`src/core/wdtps_pkg.sv`:
```
// package for the watchdog timer with prescaler
// assumes one system clock domain; the watchdog oscillator arrives as a pin-level input
package wdtps_pkg;
	localparam int BASE_STAGES          = 8;
	localparam int BASE_DIV             = 256;
	localparam int PRE_BITS             = 7;
	localparam int INSN_DIV             = 4;
	localparam int INSN_DIV_BITS        = 2;
	localparam int SEL_LSB              = 0;
	localparam int SEL_MSB              = 2;
	localparam logic [7:0] SELECT_RESET = 8'h07;
	localparam logic [1:0] INSN_LAST    = 2'h3;

	typedef struct packed {
		logic enable;
		logic use_osc;
		logic osc_enable;
		logic paired_clear;
	} wdtps_option_type;

	typedef struct packed {
		logic clear_single;
		logic clear_first;
		logic clear_second;
		logic halt;
	} wdtps_insn_type;

	typedef struct packed {
		logic timeout;
		logic powerdown;
	} wdtps_status_type;
endpackage

```
`src/core/wdtps_core.sv`:
```
// watchdog counter with base divider, prescaler, clear logic and status flags
// assumes the core gives one-cycle instruction strobes and the option bits are static
// How it works
// counter ticks from the watchdog oscillator or the system clock divided by four.
// disable option turns the clear instructions into no-operations; halt still halts.
// oscillator ticks pass a fixed divide-by-256 chain first.
// select bits 2..0 set prescale ratio to two to their value.
// oscillator input keeps counting while halted.
// oscillator disable option leaves only instruction clock as source.
// instruction-clock source stops counting during halt.
// bit 3 and upper nibble are plain software storage.
// overflow in normal operation gives chip reset and sets timeout flag.
// overflow while halted gives warm reset of program counter and stack pointer.
// reset pin, clear instructions and halt clear counter and prescaler.
// single-clear mode clears on every single clear instruction.
// paired-clear mode clears only after both first and second instructions.
// software should pick the oscillator source in noisy systems.
// entering halt with oscillator source clears and restarts counting.
// timeout flag cleared by power-up, clear or halt, set by timeout only.
// powerdown flag cleared by power-up or clear, set by halt.
// overflow when base and selected prescale stage both wrap, then recount.
`timescale 1ns/100ps
`default_nettype none
module wdtps_core
	import wdtps_pkg::*;
(
	// clock and reset
	input  wire logic                       CLOCK,
	input  wire logic                       NRST,
	// options and oscillator
	input  wire wdtps_pkg::wdtps_option_type OPTION,
	input  wire logic                       WDT_OSC,
	// core side
	input  wire wdtps_pkg::wdtps_insn_type   INSN,
	input  wire logic                       SELECT_WRITE,
	input  wire logic [7:0]                 SELECT_WDATA,
	input  wire logic                       RESUME,
	// results
	output logic [7:0]                      SELECT_RDATA,
	output wdtps_pkg::wdtps_status_type      STATUS,
	output logic                            CHIP_RESET,
	output logic                            WARM_RESET,
	output logic                            HALTED
);
	logic [1:0]                 osc_sync;
	logic                       osc_prev;
	logic [INSN_DIV_BITS-1:0]   insn_div;
	logic [BASE_STAGES-1:0]     base_cnt;
	logic [PRE_BITS-1:0]        pre_cnt;
	logic [7:0]                 select_reg;
	logic                       first_seen;
	logic                       second_seen;
	logic                       halted;
	logic                       to_flag;
	logic                       pd_flag;
	logic                       chip_reset;
	logic                       warm_reset;
	logic [INSN_DIV_BITS-1:0]   next_insn_div;
	logic [BASE_STAGES-1:0]     next_base_cnt;
	logic [PRE_BITS-1:0]        next_pre_cnt;
	logic [7:0]                 next_select_reg;
	logic                       next_first_seen;
	logic                       next_second_seen;
	logic                       next_halted;
	logic                       next_to_flag;
	logic                       next_pd_flag;
	logic                       next_chip_reset;
	logic                       next_warm_reset;
	logic                       osc_src;
	logic                       tick;
	logic                       base_wrap;
	logic                       overflow;
	logic                       clear_now;
	logic                       halt_now;
	logic                       clear_insn;
	logic [2:0]                 sel;

	// selected prescale stage has wrapped when its low bits are all ones
	function automatic logic pre_wrap(input logic [PRE_BITS-1:0] cnt, input logic [2:0] s);
		logic [PRE_BITS-1:0] mask;
		mask = PRE_BITS'((1 << s) - 1);
		return (cnt & mask) == mask;
	endfunction

	// oscillator pin is asynchronous; only the second stage is looked at
	always_ff @(posedge CLOCK or negedge NRST) begin
		if (!NRST) begin
			osc_sync <= 2'b00;
			osc_prev <= 1'b0;
		end else begin
			osc_sync <= {osc_sync[0], WDT_OSC};
			osc_prev <= osc_sync[1];
		end
	end

	always_comb begin
		osc_src    = OPTION.use_osc && OPTION.osc_enable;
		sel        = select_reg[SEL_MSB:SEL_LSB];
		// oscillator edges still count while halted; instruction clock does not
		tick = osc_src ? (osc_sync[1] && !osc_prev)
			: (!halted && insn_div == INSN_LAST);
		base_wrap  = base_cnt == BASE_STAGES'(BASE_DIV - 1);
		overflow   = OPTION.enable && tick && base_wrap && pre_wrap(pre_cnt, sel);
		clear_insn = OPTION.paired_clear
			? ((INSN.clear_first && second_seen) || (INSN.clear_second && first_seen))
			: INSN.clear_single;
		clear_insn = clear_insn && OPTION.enable && !halted;
		halt_now   = INSN.halt && !halted;
		clear_now  = clear_insn || (halt_now && OPTION.enable);
	end

	always_comb begin
		next_insn_div    = halted ? insn_div : insn_div + INSN_DIV_BITS'(1);
		next_base_cnt    = base_cnt;
		next_pre_cnt     = pre_cnt;
		next_select_reg  = select_reg;
		next_first_seen  = first_seen;
		next_second_seen = second_seen;
		next_halted      = halted;
		next_to_flag     = to_flag;
		next_pd_flag     = pd_flag;
		next_chip_reset  = 1'b0;
		next_warm_reset  = 1'b0;
		if (SELECT_WRITE) begin
			next_select_reg = SELECT_WDATA;
		end
		if (OPTION.enable && OPTION.paired_clear && !halted) begin
			if (INSN.clear_first) begin
				next_first_seen = 1'b1;
			end
			if (INSN.clear_second) begin
				next_second_seen = 1'b1;
			end
		end
		if (OPTION.enable && tick) begin
			next_base_cnt = base_cnt + BASE_STAGES'(1);
			if (base_wrap) begin
				next_pre_cnt = pre_wrap(pre_cnt, sel) ? '0 : pre_cnt + PRE_BITS'(1);
			end
		end
		if (clear_now) begin
			next_base_cnt    = '0;
			next_pre_cnt     = '0;
			next_first_seen  = 1'b0;
			next_second_seen = 1'b0;
			if (clear_insn) begin
				next_to_flag = 1'b0;
				next_pd_flag = 1'b0;
			end
		end
		// halt after clear so the powerdown set wins over a same-cycle clear
		if (halt_now) begin
			next_halted  = 1'b1;
			next_pd_flag = 1'b1;
			next_to_flag = 1'b0;
		end
		if (RESUME && halted) begin
			next_halted = 1'b0;
		end
		// timeout sets after any clear in the same cycle, so the event is not lost
		if (overflow) begin
			next_to_flag     = 1'b1;
			next_base_cnt    = '0;
			next_pre_cnt     = '0;
			next_first_seen  = 1'b0;
			next_second_seen = 1'b0;
			if (halted) begin
				next_warm_reset = 1'b1;
				next_halted     = 1'b0;
			end else begin
				next_chip_reset = 1'b1;
				next_select_reg = SELECT_RESET;
			end
		end
	end

	// reset pin clears counter and prescaler and loads the select register with SELECT_RESET
	always_ff @(posedge CLOCK or negedge NRST) begin
		if (!NRST) begin
			insn_div    <= '0;
			base_cnt    <= '0;
			pre_cnt     <= '0;
			select_reg  <= SELECT_RESET;
			first_seen  <= 1'b0;
			second_seen <= 1'b0;
			halted      <= 1'b0;
			to_flag     <= 1'b0;
			pd_flag     <= 1'b0;
			chip_reset  <= 1'b0;
			warm_reset  <= 1'b0;
		end else begin
			insn_div    <= next_insn_div;
			base_cnt    <= next_base_cnt;
			pre_cnt     <= next_pre_cnt;
			select_reg  <= next_select_reg;
			first_seen  <= next_first_seen;
			second_seen <= next_second_seen;
			halted      <= next_halted;
			to_flag     <= next_to_flag;
			pd_flag     <= next_pd_flag;
			chip_reset  <= next_chip_reset;
			warm_reset  <= next_warm_reset;
		end
	end

	assign SELECT_RDATA     = select_reg;
	assign STATUS           = '{timeout: to_flag, powerdown: pd_flag};
	assign CHIP_RESET       = chip_reset;
	assign WARM_RESET       = warm_reset;
	assign HALTED           = halted;
endmodule
`default_nettype wire

```
`config.mk`:
```
export PLATFORM = sky130hd
export DESIGN_NAME = wdtps_core
export DESIGN_NICKNAME = d
export VERILOG_FILES = /design/src/core/wdtps_pkg.sv /design/src/core/wdtps_core.sv
export SDC_FILE = /design/constraint.sdc
export NUM_CORES = 1
export LEC_CHECK = 0
export BUFFER_PORTS_ARGS = -buffer_cell sky130_fd_sc_hd__buf_2
export CAP_MARGIN = 20
export CORE_ASPECT_RATIO = 1.1
export CORE_MARGIN = 3
export CORE_UTILIZATION = 55
export CTS_CLUSTER_DIAMETER = 60
export DETAILED_ROUTE_END_ITERATION = 8
export HOLD_SLACK_MARGIN = 0.1
export PLACE_DENSITY = 0.79
export REMOVE_ABC_BUFFERS = 1
export SETUP_SLACK_MARGIN = 0.02
export SKIP_CTS_REPAIR_TIMING = 1
export SYNTH_ARGS = -nofsm -noshare
export SYNTH_HDL_FRONTEND = slang
export SYNTH_SLANG_ARGS = --single-unit
```
`constraint.sdc`:
```
create_clock -name CLOCK -period 3.9 [get_ports CLOCK]
set_input_delay 0.39 -clock CLOCK [delete_from_list [all_inputs] [get_ports CLOCK]]
set_output_delay 0.39 -clock CLOCK [all_outputs]
set_load 0.1 [all_outputs]
```
==> results.txt <==
- Summed over all failing endpoints, the final setup total negative slack is 0 ps.
- The number of global-route vias before repair was around 1400.
- For this design the static power due to leakage is 0.000997 uW.
- The endpoint identified for the worst register-to-register timing path is base_cnt[0].
- The initial antenna violation count was 0.
* Cell row count: 21
* Total die area: 3960 um^2
* Post-route clock skew: 7.32 ps
* Height of the chip: 65.7 um
- Nets@finish: 230
- The pre-antenna-repair detailed-routing pass consisted of 4 iterations.
- The cell that appears most often on the critical path is sky130_fd_sc_hd__nor3_1.
- Counting flops with a built-in enable in the synthesized netlist gives 0.
- Once routing completed, OpenROAD measured the worst setup slack at 1760 ps.
- Data required time of the critical path: 4160 ps
- VDD sags by at most about 0.33 mV.
- For this configuration, the core starts out at a cell density of 58.0%.
- Leaving out fill and tap cells, the most frequent cell in the layout is sky130_fd_sc_hd__buf_2.
* Core footprint: 3070 um^2
- The detailed router placed 1427 vias in this run.
- Counting the buffers created by CTS gives 5.
- Global-route wire length before repair: 6140 um
- The tree is rooted in a sky130_fd_sc_hd__clkbuf_4.
- Dividing total power by cell area gives a power density of 457 nW/um^2.
- TritonCTS built the clock tree.
- For the finished layout, the period the worst path requires is around 2100 ps.
* Count of final hold-check violations: 0
- Commonest cells after routing, fill and taps aside: sky130_fd_sc_hd__buf_2, sky130_fd_sc_hd__dfrtp_1, sky130_fd_sc_hd__nand2_1
* Pin count of the biggest net entering global routing: 36
- The die is 60.3 um wide.
- Global routing consumed, over all layers together, between 20% and 30% of the routing resources.
- Worst reg2reg startpoint: SELECT_RDATA[2]
- Remaining Overflow, GRT: 0
- Growth of design area from synthesis to finish: 13.3%
- Layout cell share with drive strength beyond 1: 25.6%
- The tool flagged a number of max-cap violations equal to 0.
- Measured on the finished design, the core utilization comes to 65.7%.
- Number of inserted diodes: 0
* Max H-tree Level: 2
- The layout has 249 filler cells.
* Final setup violation count: 0
* Syn avg cell area: 10.3 um^2
- At the placement stage, the worst setup path has a slack of between 1000 and 1500 ps.
- Detailed placement ended at an HPWL of between 2000 and 3000 um.
- In the synthesized netlist the async set-or-reset flop fraction comes to 100%.
- Routability-driven placement finished with a final weighted congestion of 0.794.
- Buffers placed on the I/O ports in this run total 33.
- Among all flip-flop cells after synthesis, the most frequent one is sky130_fd_sc_hd__dfrtp_1.
- Count of mapped cells out of synthesis: roughly 170
- Post-route ant nets: 0
- For the worst-skew pair, the clock arrives at the later sink with an insertion delay of roughly 350 ps.
* Fraction of the yosys area taken by sequential cells: 49.3%
* Ratio of final minimum period to clock period: a little over half
- Crit path cell chain: nor2b_1 -> o21ai_0 -> a22oi_2 -> nor3_1 -> buf_2 -> nor3_1
- For this run, the slowest stage of the critical path takes approximately 600 ps.
* Maximum buffer depth of the clock tree: 2
- The worst setup path is launched from a flop.
* Worst Path Class, Setup: reg2reg
* Worst Hold Class: in2async
- Final routed wire length divided by cell count: ~15 um
* Number of warnings issued by yosys: 0
- Final Instance Area: 2020 um^2
* RSZ-0062 raised after global routing: false
- Post-synthesis cell area: around 1800 um^2
* Arrival time at the worst endpoint: approximately 2400 ps
- Cell area after placement: about 1900 um^2
- Actual slew at the worst max-slew pin: ~770 ps
* Flip-flop and latch count after synthesis: 35
- The netlist uses 45 different library cells.
- FF-to-FF setup slack: ~1800 ps
- Number of design rule violations left after detail routing: 0
- Number of slew-limit violations in the final report: 0
- During I/O placement, the number of pins put on the boundary was 34.
- Average vias per placed instance: 5.92
- The run finished with clean final reports.
- Worst Setup End Kind: flop
* Achievable frequency: about 470 MHz
* Worst R2R Path Depth: 6
- Counting every sink on the clock net gives 35.
- Of all nets on the critical path, the largest fanout is 14.
- Clock edge transition at the registers on the reported setup and hold paths: 120 ps
* Total wire length after detailed routing: 3610 um
* Relative slew margins: 48.9%
* Post-route worst hold slack: 98.9 ps
- Slowest cell on the critical path: sky130_fd_sc_hd__a22oi_2
- In this run, the number of DRC markers left after iteration 0 of detailed routing was 107.
registers in the layout (all words and copies together) (netlist names), 2 cells and up:
| signal | flops |
|---|---|
| insn_div | 2 |
| SELECT_RDATA | 8 |
| base_cnt | 8 |
| pre_cnt | 7 |
| osc_sync | 2 |
metrics by stage:
| stage | total power (uW) | instances |
|---|---|---|
| final | 923 | 241 |
| after floorplan | 602 | 164 |
| after detailed placement | 665 | 232 |
| after global placement | 651 | 232 |
| after CTS | 931 | 240 |
| after global routing | 969 | 241 |
critical path, delay by kind of cell (launching register included):
family	cells	cell delay [ps]
flops	1	590
simple gates	3	530
buf+inv	1	220
compound gates	2	700
cells by family (layout without fill, tap and decap cells):
kind of cell	after synthesis	after routing	synth area share (%)
xor gates and xnor gates	8	8	3.93
DFF	35	35	49.3
AOI/OAI and AO/OA	38	38	15.4
adders and majority gates	3	3	2.10
buffers and inverters	15	48	4.70
and+or+nand+nor	68	68	20.5
muxes	7	7	4.00
worst max path at each step:
stage,start,endpoint,slack (ps),depth (start not counted)
after floorplan,HALTED,base_cnt[0],1500,5
final,SELECT_RDATA[2],base_cnt[0],1760,6
after CTS,HALTED,base_cnt[0],1440,5
after global routing,SELECT_RDATA[0],base_cnt[3],1580,6
after detailed placement,OPTION[2],base_cnt[0],1460,6
after global placement,OPTION[2],second_seen,1590,6
report_power, final:
group	total (uW)	internal [uW]	switching (uW)
Clock	267	135	132
Sequential	428	401	27.5
Combinational	228	62.8	165
Total	923	598	325
synth_stat cells, types with 2 or more instances:
library cell | count | area share [%]
sky130_fd_sc_hd__and3_1 | 3 | 1.1
sky130_fd_sc_hd__o211a_1 | 2 | 1.1
sky130_fd_sc_hd__a31oi_1 | 2 | 0.70
sky130_fd_sc_hd__nand3_1 | 7 | 2.0
sky130_fd_sc_hd__buf_4 | 2 | 0.84
sky130_fd_sc_hd__nor2b_1 | 4 | 1.4
sky130_fd_sc_hd__dfstp_2 | 3 | 4.4
sky130_fd_sc_hd__o21ai_0 | 7 | 2.0
sky130_fd_sc_hd__buf_2 | 4 | 1.1
sky130_fd_sc_hd__a21oi_1 | 6 | 1.7
sky130_fd_sc_hd__dfrtp_1 | 32 | 45
sky130_fd_sc_hd__a211o_1 | 3 | 1.5
sky130_fd_sc_hd__clkbuf_1 | 2 | 0.42
sky130_fd_sc_hd__o211ai_1 | 6 | 2.5
sky130_fd_sc_hd__xor2_1 | 7 | 3.4
sky130_fd_sc_hd__nor2_1 | 12 | 2.5
sky130_fd_sc_hd__mux2i_1 | 6 | 3.4
sky130_fd_sc_hd__nor3_1 | 10 | 2.8
sky130_fd_sc_hd__buf_6 | 2 | 1.3
sky130_fd_sc_hd__o2111ai_1 | 5 | 2.5
sky130_fd_sc_hd__nand2_1 | 15 | 3.2
sky130_fd_sc_hd__nand4_1 | 6 | 2.1
sky130_fd_sc_hd__inv_1 | 4 | 0.84
sky130_fd_sc_hd__ha_1 | 3 | 2.1
routing by layer:
| layer | global-route usage (%) | vias up | wire [um] |
|---|---|---|---|
| met5 | 0 | - | 0 |
| met4 | 10.5 | 0 | 79 |
| met3 | 3.73 | 8 | 116 |
| met2 | 33.0 | 24 | 1880 |
| met1 | 26.3 | 697 | 1540 |
| li1 | - | 698 | - |
area by class of cell:
cell class	count	area, um^2	share of cell area (%)
flip-flops and latches	35	880	43.5
multi-input cells	124	821	40.6
clock inverters	3	43.8	2.17
well taps	34	42.5	2.11
inverters	5	18.8	0.929
repair buffers	35	178	8.79
clock buffers	5	37.5	1.86
Note: power is estimated with default switching activity, not from simulation.
